## config.mk

```make
export PLATFORM = sky130hd
export DESIGN_NAME = sensor_mode_reconfig_control_flat
export DESIGN_NICKNAME = d
export VERILOG_FILES = /design/src/common/sensor_cfg_pkg.sv /design/src/common/sensor_cfg_if.sv /design/src/design/sensor_mode_reconfig_control.sv /design/src/flat_wrapper.sv
export SDC_FILE = /design/constraint.sdc
export NUM_CORES = 1
export LEC_CHECK = 0
export BUFFER_PORTS_ARGS = -buffer_cell sky130_fd_sc_hd__buf_2
export CORE_AREA = 2 2 158 176
export DETAILED_ROUTE_END_ITERATION = 6
export DIE_AREA = 0 0 160 178
export HOLD_SLACK_MARGIN = 0.05
export PLACE_DENSITY = 0.7
export SLEW_MARGIN = 20
export SYNTH_ARGS = -nofsm -noshare
export SYNTH_HDL_FRONTEND = slang
export SYNTH_SLANG_ARGS = --single-unit
```

## constraint.sdc

```tcl
create_clock -name sys_clk -period 9.1 [get_ports sys_clk]
set_input_delay 0.91 -clock sys_clk [delete_from_list [all_inputs] [get_ports sys_clk]]
set_output_delay 0.91 -clock sys_clk [all_outputs]
set_load 0.1 [all_outputs]
```

## src/common/sensor_cfg_pkg.sv

```systemverilog
// shared register map, field positions and types for the sensor config link
package sensor_cfg_pkg;
  localparam int          ADDR_W          = 9;
  localparam int          DATA_W          = 16;
  localparam int          WIN_NUM         = 32;
  localparam logic [8:0]  reg_clk_gen     = 9'h020;
  localparam logic [8:0]  reg_logic_en    = 9'h022;
  localparam logic [8:0]  reg_image_core  = 9'h028;
  localparam logic [8:0]  reg_front_end   = 9'h030;
  localparam logic [8:0]  reg_bias_lo     = 9'h040;
  localparam logic [8:0]  reg_bias_hi     = 9'h047;
  localparam logic [8:0]  reg_lvds        = 9'h070;
  localparam logic [8:0]  reg_black_lo    = 9'h080;
  localparam logic [8:0]  reg_black_hi    = 9'h081;
  localparam logic [8:0]  reg_sync_lo     = 9'h082;
  localparam logic [8:0]  reg_sync_hi     = 9'h087;
  localparam logic [8:0]  reg_test_lo     = 9'h090;
  localparam logic [8:0]  reg_test_hi     = 9'h096;
  localparam logic [8:0]  shutter_operation_mode_control = 9'h0c0;
  localparam logic [8:0]  reg_win_act_lo  = 9'h0c3;
  localparam logic [8:0]  reg_win_act_hi  = 9'h0c4;
  localparam logic [8:0]  reg_black_lines = 9'h0c5;
  localparam logic [8:0]  reg_dummy_lines = 9'h0c6;
  localparam logic [8:0]  reg_expo_lo     = 9'h0c7;
  localparam logic [8:0]  reg_expo_hi     = 9'h0c9;
  localparam logic [8:0]  reg_gain        = 9'h0cc;
  localparam logic [8:0]  reg_sync_cfg    = 9'h0ce;
  localparam logic [8:0]  reg_roi_lo      = 9'h100;
  localparam logic [8:0]  reg_roi_hi      = 9'h15f;
  localparam int          b_seq_en        = 0;
  localparam int          b_rolling       = 1;
  localparam int          b_triggered     = 4;
  localparam int          b_slave         = 5;
  localparam int          b_subsample     = 7;
  localparam int          b_binning       = 8;
  localparam int          b_expo_sync     = 11;
  localparam int          b_gain_lat      = 13;
  localparam int          b_blank_roi     = 8;
  localparam int          b_sync_bit      = 13;
  localparam logic [15:0] mode_mask       = 16'h01b2;
  localparam logic [15:0] logic_off       = 16'h0000;
  localparam logic [15:0] mode_reset      = 16'h0000;
  localparam logic [15:0] win_lo_reset    = 16'h0001;
  localparam logic [15:0] word_zero       = 16'h0000;

  typedef enum logic [1:0] {
    st_idle  = 2'b00,
    st_run   = 2'b01,
    st_blank = 2'b11
  } seq_state_t;

  typedef enum logic [1:0] {
    hs_idle  = 2'b00,
    hs_read  = 2'b01,
    hs_write = 2'b11
  } host_state_t;
endpackage

```

## src/common/sensor_cfg_if.sv

```systemverilog
// register write/read link between host controller and sensor config block
`timescale 1ns/1ps
interface sensor_cfg_if;
  logic        wr_en;
  logic        rd_en;
  logic [8:0]  addr;
  logic [15:0] wdata;
  logic [15:0] rdata;
  logic        rvalid;

  modport sensor (
    input  wr_en,
    input  rd_en,
    input  addr,
    input  wdata,
    output rdata,
    output rvalid
  );
  modport host (
    output wr_en,
    output rd_en,
    output addr,
    output wdata,
    input  rdata,
    input  rvalid
  );
endinterface

```

## src/design/sensor_mode_reconfig_control.sv

```systemverilog
// sensor end: register bank with frame-synchronised active copies
// Function
// - host writes zero to 34 stopping logic
// - shutter fields (bits 1, 4, 5) change only standby/idle
// - bit1 picks global or rolling shutter
// - bit4 picks triggered mode, global only
// - bit5 picks slave mode, global only
// - bit7 subsampling, bit8 binning enables
// - window registers writable in every state
// - after reset window zero only, full
// - exposure and gain writable in every state
// - static group changed with sequencer off
// - host keeps reserved registers at default
// - black-level rewrites flag calibration disturbance
// - sync-code writes flag current frame codes
// - test-pattern writes flag one transient frame
// - frame parameters apply at next boundary
// - settling change blanks frame with training
// - subsample/binning change only at frame start
// - black-line change blanks rolling frame only
// - dummy-line change blanks rolling frame only
// - window switch blanks when enabled, rolling
// - exposure one frame late, except triggered master
// - gain at frame start, optional extra frame
// - sequencer enable starts, clear returns idle
`timescale 1ns/1ps
module sensor_mode_reconfig_control #(
  parameter int WIN_N = sensor_cfg_pkg::WIN_NUM
) (
  input  wire logic                   sys_clk,
  input  wire logic                   reset,
  sensor_cfg_if.sensor                cfg,
  input  wire logic                   frame_start,
  output logic                        seq_running,
  output logic                        logic_enabled,
  output logic                        rolling_shutter,
  output logic                        triggered_mode,
  output logic                        slave_mode,
  output logic                        subsample_en,
  output logic                        binning_en,
  output logic                        training_out,
  output logic [WIN_N-1:0]            active_windows,
  output logic [15:0]                 active_exposure,
  output logic [15:0]                 active_gain,
  output logic                        black_cal_disturb,
  output logic                        sync_code_suspect,
  output logic                        test_pattern_suspect
);
  import sensor_cfg_pkg::*;

  // window field is fixed at two 16-bit words
  if (WIN_N != 32) begin : g_win_check
    $error("only 32 windows supported");
  end

  typedef struct packed {
    seq_state_t  st;
    logic [15:0] mode;
    logic [15:0] logic_en;
    logic [15:0] win_lo;
    logic [15:0] win_hi;
    logic [15:0] black_lines;
    logic [15:0] dummy_lines;
    logic [15:0] expo;
    logic [15:0] gain;
    logic [15:0] sync_cfg;
    logic        blank_pend;
    logic        expo_pend;
    logic        gain_pend;
    logic        gain_pend2;
    logic [15:0] gain_stage;
    logic [1:0]  act_sub_bin;
    logic [31:0] act_win;
    logic [15:0] act_expo;
    logic [15:0] act_gain;
    logic        black_dist;
    logic        sync_susp;
    logic        test_susp;
    logic        test_pend;
    logic [15:0] rdata;
    logic        rvalid;
    logic        o_run;
    logic        o_logic;
    logic        o_trig;
    logic        o_slave;
    logic        o_train;
  } state_t;

  state_t cur_ff;
  state_t nxt_ff;
  logic   rolling;

  always_comb begin
    nxt_ff = cur_ff;
    rolling = cur_ff.mode[b_rolling];
    nxt_ff.rvalid = cfg.rd_en;
    nxt_ff.rdata = word_zero;
    if (cfg.rd_en) begin
      unique case (cfg.addr)
        shutter_operation_mode_control: nxt_ff.rdata = cur_ff.mode;
        reg_logic_en:                   nxt_ff.rdata = cur_ff.logic_en;
        reg_win_act_lo:                 nxt_ff.rdata = cur_ff.win_lo;
        reg_win_act_hi:                 nxt_ff.rdata = cur_ff.win_hi;
        reg_black_lines:                nxt_ff.rdata = cur_ff.black_lines;
        reg_dummy_lines:                nxt_ff.rdata = cur_ff.dummy_lines;
        reg_expo_lo:                    nxt_ff.rdata = cur_ff.expo;
        reg_gain:                       nxt_ff.rdata = cur_ff.gain;
        reg_sync_cfg:                   nxt_ff.rdata = cur_ff.sync_cfg;
        default:                        nxt_ff.rdata = word_zero;
      endcase
    end
    // frame boundary: load active copies
    if (frame_start) begin
      nxt_ff.sync_susp = 1'b0;
      nxt_ff.test_susp = cur_ff.test_pend;
      nxt_ff.test_pend = 1'b0;
      nxt_ff.act_sub_bin = {cur_ff.mode[b_binning], cur_ff.mode[b_subsample]};
      nxt_ff.act_win = {cur_ff.win_hi, cur_ff.win_lo};
      if (cur_ff.expo_pend) begin
        nxt_ff.act_expo = cur_ff.expo;
        nxt_ff.expo_pend = 1'b0;
      end
      if (cur_ff.gain_pend2) begin
        nxt_ff.act_gain = cur_ff.gain_stage;
        nxt_ff.gain_pend2 = 1'b0;
      end
      if (cur_ff.gain_pend) begin
        nxt_ff.gain_pend = 1'b0;
        if (cur_ff.gain[b_gain_lat]) begin
          nxt_ff.gain_stage = cur_ff.gain;
          nxt_ff.gain_pend2 = 1'b1;
        end else begin
          nxt_ff.act_gain = cur_ff.gain;
        end
      end
      unique case (cur_ff.st)
        st_idle: nxt_ff.st = st_idle;
        st_run: begin
          if (cur_ff.blank_pend) nxt_ff.st = st_blank;
          nxt_ff.blank_pend = 1'b0;
        end
        st_blank: nxt_ff.st = st_run;
        default: nxt_ff.st = st_idle;
      endcase
    end
    if (cfg.wr_en) begin
      if (cur_ff.st != st_idle && ((cfg.addr >= reg_black_lo && cfg.addr <= reg_black_hi) ||
          (cfg.addr == reg_black_lines && cfg.wdata[8] != cur_ff.black_lines[8])))
        nxt_ff.black_dist = 1'b1;
      if ((cfg.addr == reg_black_hi && cfg.wdata[b_sync_bit]) ||
          (cfg.addr >= reg_sync_lo && cfg.addr <= reg_sync_hi))
        nxt_ff.sync_susp = 1'b1;
      if (cur_ff.st != st_idle && cfg.addr >= reg_test_lo && cfg.addr <= reg_test_hi)
        nxt_ff.test_pend = 1'b1;
      unique case (cfg.addr)
        reg_logic_en: nxt_ff.logic_en = cfg.wdata;
        shutter_operation_mode_control: begin
          nxt_ff.mode[b_seq_en] = cfg.wdata[b_seq_en];
          if (!cfg.wdata[b_seq_en]) nxt_ff.st = st_idle;
          else if (cur_ff.st == st_idle) nxt_ff.st = st_run;
          // shutter bits latched while idle only; sub, bin and expo-sync bits follow every write
          if (cur_ff.st == st_idle)
            nxt_ff.mode = (cur_ff.mode & ~mode_mask) | (cfg.wdata & mode_mask)
                          | {15'h0000, cfg.wdata[b_seq_en]};
          nxt_ff.mode[b_subsample] = cfg.wdata[b_subsample];
          nxt_ff.mode[b_binning] = cfg.wdata[b_binning];
          nxt_ff.mode[b_expo_sync] = cfg.wdata[b_expo_sync];
        end
        reg_win_act_lo, reg_win_act_hi: begin
          if (cfg.addr == reg_win_act_lo) nxt_ff.win_lo = cfg.wdata;
          else nxt_ff.win_hi = cfg.wdata;
          if (rolling && cur_ff.sync_cfg[b_blank_roi] &&
              cfg.wdata != (cfg.addr == reg_win_act_lo ? cur_ff.win_lo : cur_ff.win_hi))
            nxt_ff.blank_pend = 1'b1;
        end
        reg_black_lines: begin
          nxt_ff.black_lines = cfg.wdata;
          if (rolling && cfg.wdata[7:0] != cur_ff.black_lines[7:0]) nxt_ff.blank_pend = 1'b1;
        end
        reg_dummy_lines: begin
          nxt_ff.dummy_lines = cfg.wdata;
          if (rolling && cfg.wdata != cur_ff.dummy_lines) nxt_ff.blank_pend = 1'b1;
        end
        reg_expo_lo: begin
          nxt_ff.expo = cfg.wdata;
          if (!rolling && cur_ff.mode[b_triggered] && !cur_ff.mode[b_slave] &&
              cur_ff.mode[b_expo_sync])
            nxt_ff.act_expo = cfg.wdata;
          else
            nxt_ff.expo_pend = 1'b1;
        end
        reg_gain: begin
          nxt_ff.gain = cfg.wdata;
          nxt_ff.gain_pend = 1'b1;
        end
        reg_sync_cfg: nxt_ff.sync_cfg = cfg.wdata;
        // roi geometry taken, not stored here
        default: ;
      endcase
    end
    // outputs registered from the next state
    // run flag
    nxt_ff.o_run = nxt_ff.st != st_idle;
    nxt_ff.o_logic = nxt_ff.logic_en != logic_off;
    nxt_ff.o_trig = nxt_ff.mode[b_triggered] & ~nxt_ff.mode[b_rolling];
    nxt_ff.o_slave = nxt_ff.mode[b_slave] & ~nxt_ff.mode[b_rolling];
    nxt_ff.o_train = nxt_ff.st == st_blank;
  end

  always_ff @(posedge sys_clk or posedge reset) begin
    if (reset) begin
      cur_ff <= '0;
      cur_ff.win_lo <= win_lo_reset;
      cur_ff.act_win <= {16'h0000, win_lo_reset};
    end else begin
      cur_ff <= nxt_ff;
    end
  end

  assign cfg.rdata = cur_ff.rdata;
  assign cfg.rvalid = cur_ff.rvalid;
  assign seq_running = cur_ff.o_run;
  assign logic_enabled = cur_ff.o_logic;
  assign rolling_shutter = cur_ff.mode[b_rolling];
  assign triggered_mode = cur_ff.o_trig;
  assign slave_mode = cur_ff.o_slave;
  assign subsample_en = cur_ff.act_sub_bin[0];
  assign binning_en = cur_ff.act_sub_bin[1];
  assign training_out = cur_ff.o_train;
  assign active_windows = cur_ff.act_win;
  assign active_exposure = cur_ff.act_expo;
  assign active_gain = cur_ff.act_gain;
  assign black_cal_disturb = cur_ff.black_dist;
  assign sync_code_suspect = cur_ff.sync_susp;
  assign test_pattern_suspect = cur_ff.test_susp;
endmodule

```

## src/flat_wrapper.sv

```systemverilog
// flat-port wrapper written by rule: the top's interface ports become plain ports
module sensor_mode_reconfig_control_flat import sensor_cfg_pkg::*;
#(
  parameter int WIN_N = sensor_cfg_pkg::WIN_NUM
)
  (sys_clk, reset, frame_start, seq_running, logic_enabled, rolling_shutter, triggered_mode, slave_mode, subsample_en, binning_en, training_out, active_windows, active_exposure, active_gain, black_cal_disturb, sync_code_suspect, test_pattern_suspect, cfg_wr_en, cfg_rd_en, cfg_addr, cfg_wdata, cfg_rdata, cfg_rvalid);
  sensor_cfg_if cfg_i ();
  input  wire logic sys_clk;
  input  wire logic reset;
  input  wire logic frame_start;
  output logic seq_running;
  output logic logic_enabled;
  output logic rolling_shutter;
  output logic triggered_mode;
  output logic slave_mode;
  output logic subsample_en;
  output logic binning_en;
  output logic training_out;
  output logic [WIN_N-1:0] active_windows;
  output logic [15:0] active_exposure;
  output logic [15:0] active_gain;
  output logic black_cal_disturb;
  output logic sync_code_suspect;
  output logic test_pattern_suspect;
  input wire logic [$bits(cfg_i.wr_en)-1:0] cfg_wr_en;
  input wire logic [$bits(cfg_i.rd_en)-1:0] cfg_rd_en;
  input wire logic [$bits(cfg_i.addr)-1:0] cfg_addr;
  input wire logic [$bits(cfg_i.wdata)-1:0] cfg_wdata;
  output wire logic [$bits(cfg_i.rdata)-1:0] cfg_rdata;
  output wire logic [$bits(cfg_i.rvalid)-1:0] cfg_rvalid;
  assign cfg_i.wr_en = cfg_wr_en;
  assign cfg_i.rd_en = cfg_rd_en;
  assign cfg_i.addr = cfg_addr;
  assign cfg_i.wdata = cfg_wdata;
  assign cfg_rdata = cfg_i.rdata;
  assign cfg_rvalid = cfg_i.rvalid;
  sensor_mode_reconfig_control #(.WIN_N(WIN_N)) u_core (.sys_clk(sys_clk), .reset(reset), .cfg(cfg_i), .frame_start(frame_start), .seq_running(seq_running), .logic_enabled(logic_enabled), .rolling_shutter(rolling_shutter), .triggered_mode(triggered_mode), .slave_mode(slave_mode), .subsample_en(subsample_en), .binning_en(binning_en), .training_out(training_out), .active_windows(active_windows), .active_exposure(active_exposure), .active_gain(active_gain), .black_cal_disturb(black_cal_disturb), .sync_code_suspect(sync_code_suspect), .test_pattern_suspect(test_pattern_suspect));
endmodule
```

# After elaboration in Yosys (flattened, before gate mapping)

Cells that the tools add are included.

Register bits: 258

Bitwise operators: 6
Mux-type cells: 43
Magnitude comparators: 6
Reductions and logical operators: 34
Eq/ne operators: 17

Operators with widths:

| operator             | number |
|---|---|
| $mux W16             | 18 |
| $mux W149            | 1 |
| $pmux W16 S9         | 1 |
| $mux W86             | 1 |
| $eq A9 B8 Y1 const B | 9 |
| $mux W17             | 2 |
| $mux W32             | 1 |
| $ne A16 B16 Y1       | 2 |
| $ge A9 B8 Y1 const B | 3 |
| $le A9 B8 Y1 const B | 3 |
| $mux W18             | 1 |
| $or A16 B1 Y16       | 1 |
| $or A16 B9 Y16       | 1 |
| $reduce_bool A16 Y1  | 1 |
| $logic_and A1 B1 Y1  | 14 |
| $reduce_and A2 Y1    | 7 |
| $reduce_and A3 Y1    | 4 |
| $mux W1              | 11 |
| $eq A9 B6 Y1 const B | 1 |
| $mux W2              | 4 |
| $ne A8 B8 Y1         | 1 |
| $eq A2 B2 Y1 const B | 2 |
| $pmux W2 S2          | 1 |
| $reduce_bool A2 Y1   | 2 |
| 10 further kinds     | 14 |

# Depth between registers and ports, before layout

Gate-level depths: netlist of the first run.

Depth after elaboration: 9
Gate-level depth with buffers: 9
Mapped depth without buffers: 6

# Worst setup path before layout of the first run

No wires, ideal clock.

Path type: input -> register
From: in cfg_addr[1]
To: reg u_core.cur_ff (netlist bit u_core.cfg.rdata[12])
Stages on the path: 8
Path slack: 6.575 ns
Path buffers: 3
Data arrival time: 2.391 ns
Library setup time: 0.134 ns
Cell sequence: buf_2 nor2b_1 and4b_1 and2_0 buf_2 o41ai_4 buf_6 a21oi_1

RTL lines:

| item                 | line                                | text |
|---|---|---|
| from (decl)          | flat_wrapper.sv:27                  | `input wire logic [$bits(cfg_i.addr)-1:0] cfg_addr;` |
| to (signal assigned) | sensor_mode_reconfig_control.sv:216 | `cur_ff <= nxt_ff;` |
| to (decl)            | sensor_mode_reconfig_control.sv:89  | `state_t cur_ff;` |

==> results.ini, run 1 <==
[run_status]
run_status=complete, no violations

[yosys]
dominantRegCellSynth=sky130_fd_sc_hd__dfrtp_1
post-synth-top-area-cell=sky130_fd_sc_hd__dfrtp_1
post-synth-top-area-fraction_pct=52.1
synth_enable_flop_cells=0
synth_top_cells_by_count=sky130_fd_sc_hd__dfrtp_1, sky130_fd_sc_hd__mux2_2, sky130_fd_sc_hd__buf_4, sky130_fd_sc_hd__nand2_1, sky130_fd_sc_hd__clkbuf_1
avgSynthCellArea_sq_um=12.1
synth.most_common_cell=sky130_fd_sc_hd__dfrtp_1
synth.net_count=1013
synth.yosys.warnings=0
ys_top_cells_by_area=sky130_fd_sc_hd__dfrtp_1, sky130_fd_sc_hd__mux2_2, sky130_fd_sc_hd__buf_4
synth.ff_latch_count=249
syn-instance-count=983
synth_async_sr_flop_share_pct=100
synth_area_sq_mm=0.0119
ys_seq_area_share_pct=52.5
yosysUniqueCellTypes=56

[detailed_routing]
detailroute.via_count=7772
first_pass_iters=6
wire_per_inst_um=22.6
detailed_route_wl_um=30700
drt_iter0_drcs=801
met1Wirelength_um=13400
met3_routed_length_um=2040
maxUsedRoutingLayer=met4
antenna_left=0
remaining_drcs=0
wl_met2_um=14400
drt-vias-per-instance=5.71

[critical_path]
critical_path_sink_type=flip-flop
crit_chain=buf_2, nor2b_1, and4b_1, and2_0, o41ai_4, a31oi_1
path_max_fanout=27
arrival_ns=3.66
slowest_stage=sky130_fd_sc_hd__o41ai_4
cpPeakStageDelay_ns=1.07
critical_path.startpoint_type=input pin
crit_type=in -> reg
worstPathRequired_ns=9.46

[clock_tree]
number_of_levels_in_the_clock_h_tree=1
cts-buffers-inserted=26
cts.sinks=249
clk_transition_reported_paths_ns=0.06
postCtsSetupBuffers=0
clk-insertion-delay-late_ns=0.54
ctsResizeCount=0
root_buffer=sky130_fd_sc_hd__clkbuf_16
cts-hold-fix-buffers=0
tritoncts=yes
cts_max_path_bufs=3

[global_route]
globalRouteTotalUtil_pct=21.6
first_global_vias=7766
antenna_found_initial=1
grt.overflow.total=0
grt_first_pass_wirelength_um=47600
grt_max_degree=117

[finish]
design.final.nets=1014
area_growth_syn_to_layout_pct=8.79
fin_area_sq_mm=0.0129
instances_no_fill=1361
final_core_utilization_pct=48.5
fraction_of_layout_instances_using_a_drive_strength_above_1_pct=36.6
filler_cell_count=2449

[timing]
timing.final.crit_share_pct=36.3
final_max_slew_viol_count=0
fmax_mhz=303
relative_slew_slack_pct=29.0
grt_setup_unrepaired=no
tns_ns=0
timing_hold_violations_final=0
timing.clock.skew_ns=0.0218
final_period_minus_worst_setup_slack_ns=3.30
setup_violations=0
worst-slew-pin-transition_ns=1.06

[pwr]
power_share_of_the_clock_group_pct=42.0
total_leakage_power_nw=6.48
psw_uw=700
comb_power_share_pct=11.7
power_report.internal_total_mw=1.83
seqPwrFrac_pct=46.3
ir_drop_mv=0.140
switch_share_pct=27.7
power_density_mw_per_mm2=196

[floorplanning]
design.core.area_sq_mm=0.0266
start_util_pct=44.6
rows=63
design.portCount=122
die_w_um=160
die_area_sq_mm=0.0285
dieHeight_um=178

[place]
dpl_cell_area_sq_mm=0.0120
place_inst=1312
place_hpwl_um=21400
routability_congestion=0.915
number_of_port_buffers=121

[hold_path]
min-delay-path-class=reg -> reg

[flow_run]
timing.max_cap.violations=0

## final timing paths
check / startpoint / to / slack [ns] / cells past startpoint
worst max-delay path: cfg_addr[0] / u_core.cfg.rdata[5] / 5.80 / 6
worst min-delay path: u_core.cur_ff[105] / u_core.cur_ff[105] / 0.47 / 1
worst max register to register: u_core.cur_ff[251] / u_core.active_exposure[5] / 6.69 / 3
worst min register to register: u_core.cur_ff[105] / u_core.cur_ff[105] / 0.47 / 1
max in group asynchronous: reset / u_core.cur_ff[110] / 7.15 / 3
min in group asynchronous: reset / u_core.active_windows[9] / 0.49 / 2
## logic make-up after synthesis
family	synth area share [%]
simple gates	7.59
flops	52.5
mux	20.2
buf+inv	8.10
compound gates	7.75
xor+xnor	3.91
## layer usage
metal  up-vias  track usage, %
met2       293            34.7
met5         -               0
met4         0            7.36
met1      3978            29.6
met3        57            4.28
li1       3444               -
## final cells by class
class	instances	area [sq um]	area share, %
Clock buffer	41	797	6.17
Tap cell	357	447	3.46
Antenna cell	2	5.00	0.0387
Timing Repair Buffer	125	643	4.98
Multi-Input combinational cell	571	4680	36.2
Clock inverter	5	61.3	0.475
Sequential cell	249	6230	48.3
Inverter	11	48.8	0.378
## power groups by stage
stage | registers [mW] | clock network [mW] | logic, mW
2_1_floorplan | 1.20 | 0 | 0.247
6_report | 1.17 | 1.06 | 0.297
4_1_cts | 1.17 | 1.08 | 0.299
5_1_grt | 1.17 | 1.13 | 0.313
3_5_place_dp | 1.19 | 0 | 0.299
3_3_place_gp | 1.19 | 0 | 0.296
## flip-flops by register name, summed over array words and instances (netlist names)
register	count
u_core.cur_ff	157
u_core.active_windows	32
u_core.active_exposure	16
u_core.active_gain	16
u_core.cfg.rdata	16
u_core.binning_en	1
u_core.black_cal_disturb	1
u_core.cfg.rvalid	1
u_core.logic_enabled	1
u_core.rolling_shutter	1
u_core.seq_running	1
u_core.slave_mode	1
u_core.subsample_en	1
u_core.sync_code_suspect	1
u_core.test_pattern_suspect	1
u_core.training_out	1
u_core.triggered_mode	1
## worst max-delay path: cells and delay by family
family | cells | cell delay, ns
compound gates | 2 | 1.18
buf+inv | 1 | 0.52
simple gates | 3 | 1.04
## cells in the final DEF, fill, tap and decap left out, drive strengths merged, types with 6 or more instances in the layout
cell type | Yosys | routed
dfrtp | 247 | 247
mux2 | 181 | 181
buf | 108 | 125
nand2 | 49 | 49
nor2 | 45 | 45
o21ai | 41 | 41
clkbuf | 44 | 41
xor2 | 36 | 36
mux2i | 22 | 22
a21oi | 19 | 19
nor4 | 19 | 19
o22ai | 18 | 18
xnor2 | 17 | 17
a222oi | 16 | 16
a22oi | 13 | 13
inv | 11 | 11
nand4 | 9 | 9
nand3 | 9 | 9
nor3 | 9 | 9
and3 | 7 | 7
a31oi | 7 | 7
mux4 | 6 | 6
a22o | 6 | 6
## per-stage QoR
stage / total power, mW / setup WS, ns / hold slack, ns
2_1_floorplan: 1.45 / 1.35 / 0.434
3_3_place_gp: 1.49 / 5.45 / 0.450
3_5_place_dp: 1.49 / 5.37 / 0.452
4_1_cts: 2.55 / 5.92 / 0.470
5_1_grt: 2.62 / 5.73 / 0.485
6_report: 2.53 / 5.80 / 0.466
(Power assumes the default switching activity.)
==> run 2, diff against run 1 <==
clock period = 3.36 ns   (was 9.1 ns; I/O delays follow)
==> results.ini, run 2 (synthesis gave the netlist of run 1 again) <==
[global_route]
first_global_vias=7869  ; +1.3%
grt_max_degree=100  ; -15%
globalRouteTotalUtil_pct=21.7  ; +0.054 points
grt.overflow.total=0  ; unchanged
antenna_found_initial=1  ; unchanged
grt_first_pass_wirelength_um=47800  ; +0.41%

[floorplanning]
design.portCount=122  ; unchanged
dieHeight_um=178  ; unchanged
die_w_um=160  ; unchanged
die_area_sq_mm=0.0285  ; unchanged
start_util_pct=44.6  ; unchanged
design.core.area_sq_mm=0.0266  ; unchanged
rows=63  ; unchanged

[hold_path]
worstHoldStart=cfg_addr[4]
min-delay-path-class=in -> reg

[pwr]
ir_drop_mv=0.381  ; +170%
total_leakage_power_nw=6.56  ; +1.3%
totalPowerFinal_mw=6.84  ; +170%
power_density_mw_per_mm2=523  ; +170%

[timing]
timing_hold_violations_final=0  ; unchanged
timing.clock.skew_ns=0.0102  ; -0.0116 ns
worst-slew-pin-transition_ns=1.06  ; -0.000221 ns
fmax_mhz=500
final_period_minus_worst_setup_slack_ns=2.00
timing.final.crit_share_pct=59.5
grt_setup_unrepaired=no
final_max_slew_viol_count=0  ; unchanged
setup_violations=0  ; unchanged
relative_slew_slack_pct=28.9  ; -0.092 points

[detailed_routing]
remaining_drcs=0  ; unchanged
wl_met2_um=14400  ; about the same
wire_per_inst_um=22.5  ; -0.28%
met1Wirelength_um=13400  ; +0.37%
maxUsedRoutingLayer=met4
drt_iter0_drcs=839  ; +4.7%
first_pass_iters=7  ; +1
antenna_left=0  ; unchanged
drt-vias-per-instance=5.72  ; +0.25%
detailed_route_wl_um=30900  ; +0.67%
detailroute.via_count=7866  ; +1.2%
met3_routed_length_um=2100  ; +2.9%

[clock_tree]
tritoncts=yes
root_buffer=sky130_fd_sc_hd__clkbuf_16
cts-hold-fix-buffers=2  ; +2
cts-buffers-inserted=26  ; unchanged
cts.sinks=249  ; unchanged
clk-insertion-delay-late_ns=0.53  ; about the same
postCtsSetupBuffers=0  ; unchanged
cts_max_path_bufs=3  ; unchanged
clk_transition_reported_paths_ns=0.06  ; about the same
ctsResizeCount=0  ; unchanged
number_of_levels_in_the_clock_h_tree=1  ; unchanged

[finish]
largest_register=u_core.cur_ff
area_growth_syn_to_layout_pct=10.1
layout.cells.most_common_list=sky130_fd_sc_hd__dfrtp_1, sky130_fd_sc_hd__mux2_2, sky130_fd_sc_hd__buf_2
final_core_utilization_pct=49.1  ; +0.60 points
mostFrequentLayoutCell=sky130_fd_sc_hd__dfrtp_1
largest_register_ff_count=157  ; unchanged
design.final.nets=1031  ; +1.7%
filler_cell_count=2429  ; -0.82%
fraction_of_layout_instances_using_a_drive_strength_above_1_pct=37.4  ; +0.77 points
instances_no_fill=1374  ; +0.96%

[critical_path]
crit_type=reg -> reg
slowest_stage=sky130_fd_sc_hd__nor4bb_1
crit_start=u_core.rolling_shutter
crit_chain=nor4bb_1, and3_1, buf_4, o21ai_0
critical_path_sink_type=flip-flop
worstPathRequired_ns=3.74  ; -5.72 ns
critical_path.startpoint_type=flip-flop
regToRegStartpoint=u_core.rolling_shutter
cpPeakStageDelay_ns=0.65  ; -0.42 ns
critical_path.n_buffers_inverters=1  ; unchanged
crit_family=simple AND/OR/NAND/NOR gates
path_max_fanout=32  ; +19%
arrival_ns=2.38  ; -1.28 ns

[run_status]
run_status=complete, no violations

[flow_run]
timing.max_cap.violations=0  ; unchanged

[place]
number_of_port_buffers=121  ; unchanged
place_inst=1328  ; +1.2%
place_hpwl_um=21600  ; +1.2%
routability_congestion=0.978  ; +6.9%

==> run 2: cell count changes in the layout (fill, tap and decap cells not counted), sizes merged <==
cell	before	now
buf	125	140
clkbuf	41	39
clkinv	4	2
clkinvlp	0	2
dlygate4sd3	0	2
diode	2	1
inv	11	10
==> run 2: worst register-to-register path: cells and delay by family (launching register included) <==
kind / cells / cell delay (ns)
simple gates: 2 / 0.90
flops: 1 / 0.48
buf+inv: 1 / 0.29
compound gates: 1 / 0.18
==> run 2: power breakdown <==
group / internal (mW) / total, mW / switching [mW]
Combinational: 0.175 / 0.820 / 0.644
Clock: 1.71 / 2.85 / 1.14
Sequential: 3.09 / 3.17 / 0.0763
Total: 4.98 / 6.84 / 1.86
==> run 2: cell type report <==
type                            instances  area (sq um)  share of cell area [%]
Timing Repair Buffer                  142           818                    6.26
Multi-Input combinational cell        571          4680                    35.8
Tap cell                              357           447                    3.42
Sequential cell                       249          6230                    47.7
Clock inverter                          4          51.3                   0.392
Inverter                               11          45.0                   0.344
Antenna cell                            1          2.50                  0.0191
Clock buffer                           39           801                    6.12
==> run 2: through the flow <==
step	area (sq um)	hold WS (ns)	setup TNS [ns]	setup WS, ns
final	13100	0.132	0	1.36
after global routing	13100	0.151	0	1.29
after CTS	13100	0.122	0	1.40
after detailed placement	12200	0.381	0	0.906
after global placement	12200	0.380	0	0.914
after floorplan	11900	0.367	-61.28	-0.248
==> run 2: final timing paths <==
path                            depth (start not counted)                    endpoint  slack [ns]
worst max-delay path                                    4  u_core.active_exposure[14]        1.36
worst min-delay path                                    3           u_core.cur_ff[22]        0.13
worst max register to register                          4  u_core.active_exposure[14]        1.36
worst min register to register                          1          u_core.cur_ff[105]        0.48
max in group asynchronous                               4           u_core.slave_mode        2.09
min in group asynchronous                               3        u_core.cfg.rdata[15]        0.38
==> run 2: per-layer routing <==
metal | up-vias | global-route usage, %
li1 | 3481 | -
met1 | 3980 | 29.7
met2 | 347 | 35.2
met3 | 58 | 3.74
met4 | 0 | 7.55
met5 | - | 0
==> run 3, diff against run 2 <==
ABC_AREA = 1   (was unset)
clock period = 1.9 ns   (was 3.36 ns; I/O delays follow)
==> results.ini, run 3 <==
[global_route]
grt_first_pass_wirelength_um=58500  ; +23%
grt.overflow.total=0  ; unchanged
globalRouteTotalUtil_pct=27.0  ; +5.4 points
grt_max_degree=72  ; -28%
first_global_vias=9944  ; +26%
antenna_found_initial=0  ; -1

[yosys]
synth.ff_latch_count=249  ; unchanged
synth_enable_flop_cells=0  ; unchanged
synth_async_sr_flop_share_pct=100  ; unchanged
synth.most_common_cell=sky130_fd_sc_hd__nand2_1
synth.net_count=1427  ; +41%
synth.yosys.warnings=0  ; unchanged
ys_seq_area_share_pct=52.7  ; +0.22 points
synth_area_sq_mm=0.0118  ; -0.42%
dominantRegCellSynth=sky130_fd_sc_hd__dfrtp_1
synth_top_cells_by_count=sky130_fd_sc_hd__nand2_1, sky130_fd_sc_hd__dfrtp_1, sky130_fd_sc_hd__o21ai_0, sky130_fd_sc_hd__inv_1, sky130_fd_sc_hd__buf_4
syn-instance-count=1397  ; +42%
post-synth-top-area-cell=sky130_fd_sc_hd__dfrtp_1
yosysUniqueCellTypes=52  ; -7.1%
post-synth-top-area-fraction_pct=52.3  ; +0.22 points
ys_top_cells_by_area=sky130_fd_sc_hd__dfrtp_1, sky130_fd_sc_hd__nand2_1, sky130_fd_sc_hd__o21ai_0
avgSynthCellArea_sq_um=8.46  ; -30%

[clock_tree]
root_buffer=sky130_fd_sc_hd__clkbuf_16
clk_transition_reported_paths_ns=0.07  ; about the same
cts_max_path_bufs=3  ; unchanged
tritoncts=yes
cts-buffers-inserted=26  ; unchanged
number_of_levels_in_the_clock_h_tree=1  ; unchanged
postCtsSetupBuffers=0  ; unchanged
cts.sinks=249  ; unchanged
clk-insertion-delay-late_ns=0.55  ; +0.02 ns

[pwr]
psw_mw=3.65  ; +96%
power_report.internal_total_mw=8.69  ; +75%
totalPowerFinal_mw=12.3  ; +80%
switch_share_pct=29.6  ; +2.4 points
power_share_of_the_clock_group_pct=40.9  ; -0.7 points
comb_power_share_pct=13.7  ; +1.7 points
ir_drop_mv=0.741  ; +94%
total_leakage_power_nw=6.78  ; +3.3%
seqPwrFrac_pct=45.4  ; -1.0 points
power_density_mw_per_mm2=879  ; +68%

[floorplanning]
die_w_um=160  ; unchanged
design.core.area_sq_mm=0.0266  ; unchanged
design.portCount=122  ; unchanged
die_area_sq_mm=0.0285  ; unchanged
dieHeight_um=178  ; unchanged
start_util_pct=44.4  ; -0.19 points
rows=63  ; unchanged

[hold_path]
hold_path_depth=3  ; unchanged
min-delay-path-class=in -> reg
hold_path_end=u_core.sync_code_suspect
worstHoldStart=cfg_wr_en

[timing]
timing.clock.skew_ns=0.0196  ; +0.00936 ns
grt_setup_unrepaired=no
timing_hold_violations_final=0  ; unchanged
timing.hold.ws_ns=0.135  ; +0.00329 ns
worst-slew-pin-transition_ns=0.639  ; -0.424 ns
final_max_slew_viol_count=0  ; unchanged
relative_slew_slack_pct=56.9  ; +28 points
final_period_minus_worst_setup_slack_ns=1.72  ; -0.276 ns
tns_ns=0  ; unchanged
timing.final.crit_share_pct=90.7  ; +31 points
fin_ws_ns=0.177  ; -1.18 ns
setup_violations=0  ; unchanged
fmax_mhz=581  ; +16%

[finish]
largest_register_ff_count=157  ; unchanged
fin_area_sq_mm=0.0140  ; +7.3%
area_growth_syn_to_layout_pct=18.7
largest_register=u_core.cur_ff
fraction_of_layout_instances_using_a_drive_strength_above_1_pct=20.9  ; -16 points
final_core_utilization_pct=52.7  ; +3.6 points
num_antenna_cells=0  ; -1
design.final.nets=1559  ; +51%
layout.cells.most_common_list=sky130_fd_sc_hd__nand2_1, sky130_fd_sc_hd__dfrtp_1, sky130_fd_sc_hd__o21ai_0
instances_no_fill=1906  ; +39%
mostFrequentLayoutCell=sky130_fd_sc_hd__nand2_1

[critical_path]
ff2ff_path_depth=10  ; +6
crit_type=reg -> reg
arrival_ns=2.16  ; -0.22 ns
worstPathRequired_ns=2.33  ; -1.41 ns
regToRegStartpoint=u_core.cur_ff[169]
path_max_fanout=2  ; -94%
r2r_slack_ns=0.18  ; -1.18 ns
critical_path_sink_type=flip-flop
critical_path.startpoint_type=flip-flop
worst_r2r_endpoint=u_core.cur_ff[111]

[detailed_routing]
drt-vias-per-instance=5.37  ; -6.3%
wire_per_inst_um=19.9  ; -11%
first_pass_iters=6  ; -1
detailroute.via_count=10226  ; +30%
drt_iter0_drcs=960  ; +14%
detailed_route_wl_um=38000  ; +23%
remaining_drcs=0  ; unchanged
antenna_left=0  ; unchanged

[place]
number_of_port_buffers=121  ; unchanged
dp_worst_setup_slack_ns=-0.194  ; -1.10 ns
dpl_cell_area_sq_mm=0.0131  ; +7.4%
place_hpwl_um=28900  ; +33%
place_inst=1850  ; +39%
routability_congestion=0.987  ; +0.95%

[flow_run]
timing.max_cap.violations=0  ; unchanged

[run_status]
run_status=complete, no violations

## run 3: cell types whose count changed in the layout (fill, tap and decap cells not counted), moves of 15 or more
cell                       delta
sky130_fd_sc_hd__nand2_1    +355
sky130_fd_sc_hd__o21ai_1     +15
sky130_fd_sc_hd__nor2_1      +17
sky130_fd_sc_hd__a222oi_1    -16
sky130_fd_sc_hd__buf_4       +90
sky130_fd_sc_hd__nand3_1     +31
sky130_fd_sc_hd__o21ai_0    +164
sky130_fd_sc_hd__xor2_1      -32
sky130_fd_sc_hd__inv_1       +93
sky130_fd_sc_hd__mux2i_1     -22
sky130_fd_sc_hd__mux2_2     -180
## run 3: layout make-up
class                           instances  area [sq um]
Clock buffer                           34           721
Clock inverter                         14           131
Fill cell                            2572         12600
Inverter                              113           430
Multi-Input combinational cell        889          4280
Sequential cell                       249          6230
Tap cell                              357           447
Timing Repair Buffer                  250          1790
## run 3: kinds of logic (layout without fill, tap and decap cells)
| group | Yosys count | after routing | synth area share (%) |
|---|---|---|---|
| buf+inv | 259 | 411 | 11.1 |
| xor+xnor | 19 | 19 | 1.41 |
| mux | 1 | 1 | 0.0952 |
| flops | 249 | 249 | 52.7 |
| compound gates | 306 | 306 | 14.5 |
| simple gates | 563 | 563 | 20.1 |
## run 3: timing repair
action / 4_1_cts / 5_1_grt
resized for setup: 0 / 1
endpoints found under the hold margin: 69 / 0
hold buffers: 8 / 0
setup endpoints to repair: 0 / 5
## run 3: worst max path at each step
stage	start	endpoint	slack, ns
floorplan	reset	u_core.active_exposure[0]	-1.56
global placement	cfg_addr[3]	u_core.cfg.rdata[9]	-0.15
detailed placement	cfg_addr[3]	u_core.cfg.rdata[9]	-0.19
CTS	u_core.cur_ff[141]	u_core.active_gain[3]	0.13
global route	u_core.cur_ff[169]	u_core.cur_ff[111]	0.13
finish	u_core.cur_ff[169]	u_core.cur_ff[111]	0.18
## run 3: power groups by stage
stage | registers (mW) | clock network (mW) | logic, mW
final | 5.60 | 5.05 | 1.69
after global routing | 5.62 | 5.35 | 1.79
after CTS | 5.60 | 5.12 | 1.69
after detailed placement | 5.70 | 0 | 1.67
after global placement | 5.69 | 0 | 1.66
after floorplan | 5.73 | 0 | 1.26
## run 3: per-layer routing
metal	share of wire [%]	global-route usage (%)
met4	5.7	14.5
met2	46	43.6
met3	6.9	3.42
met1	42	35.9
met5	0	0
## run 3: worst max-delay path, cell delays in order, from the launching register on
cell	delay [ns]
sky130_fd_sc_hd__dfrtp_1	0.41
sky130_fd_sc_hd__or2_2	0.30
sky130_fd_sc_hd__a21oi_1	0.18
sky130_fd_sc_hd__nand3_1	0.10
sky130_fd_sc_hd__nor2_1	0.11
sky130_fd_sc_hd__nand3_1	0.08
sky130_fd_sc_hd__nand2_1	0.10
sky130_fd_sc_hd__nand2_1	0.07
sky130_fd_sc_hd__and3_1	0.14
sky130_fd_sc_hd__nand2_1	0.06
sky130_fd_sc_hd__nand2_1	0.04
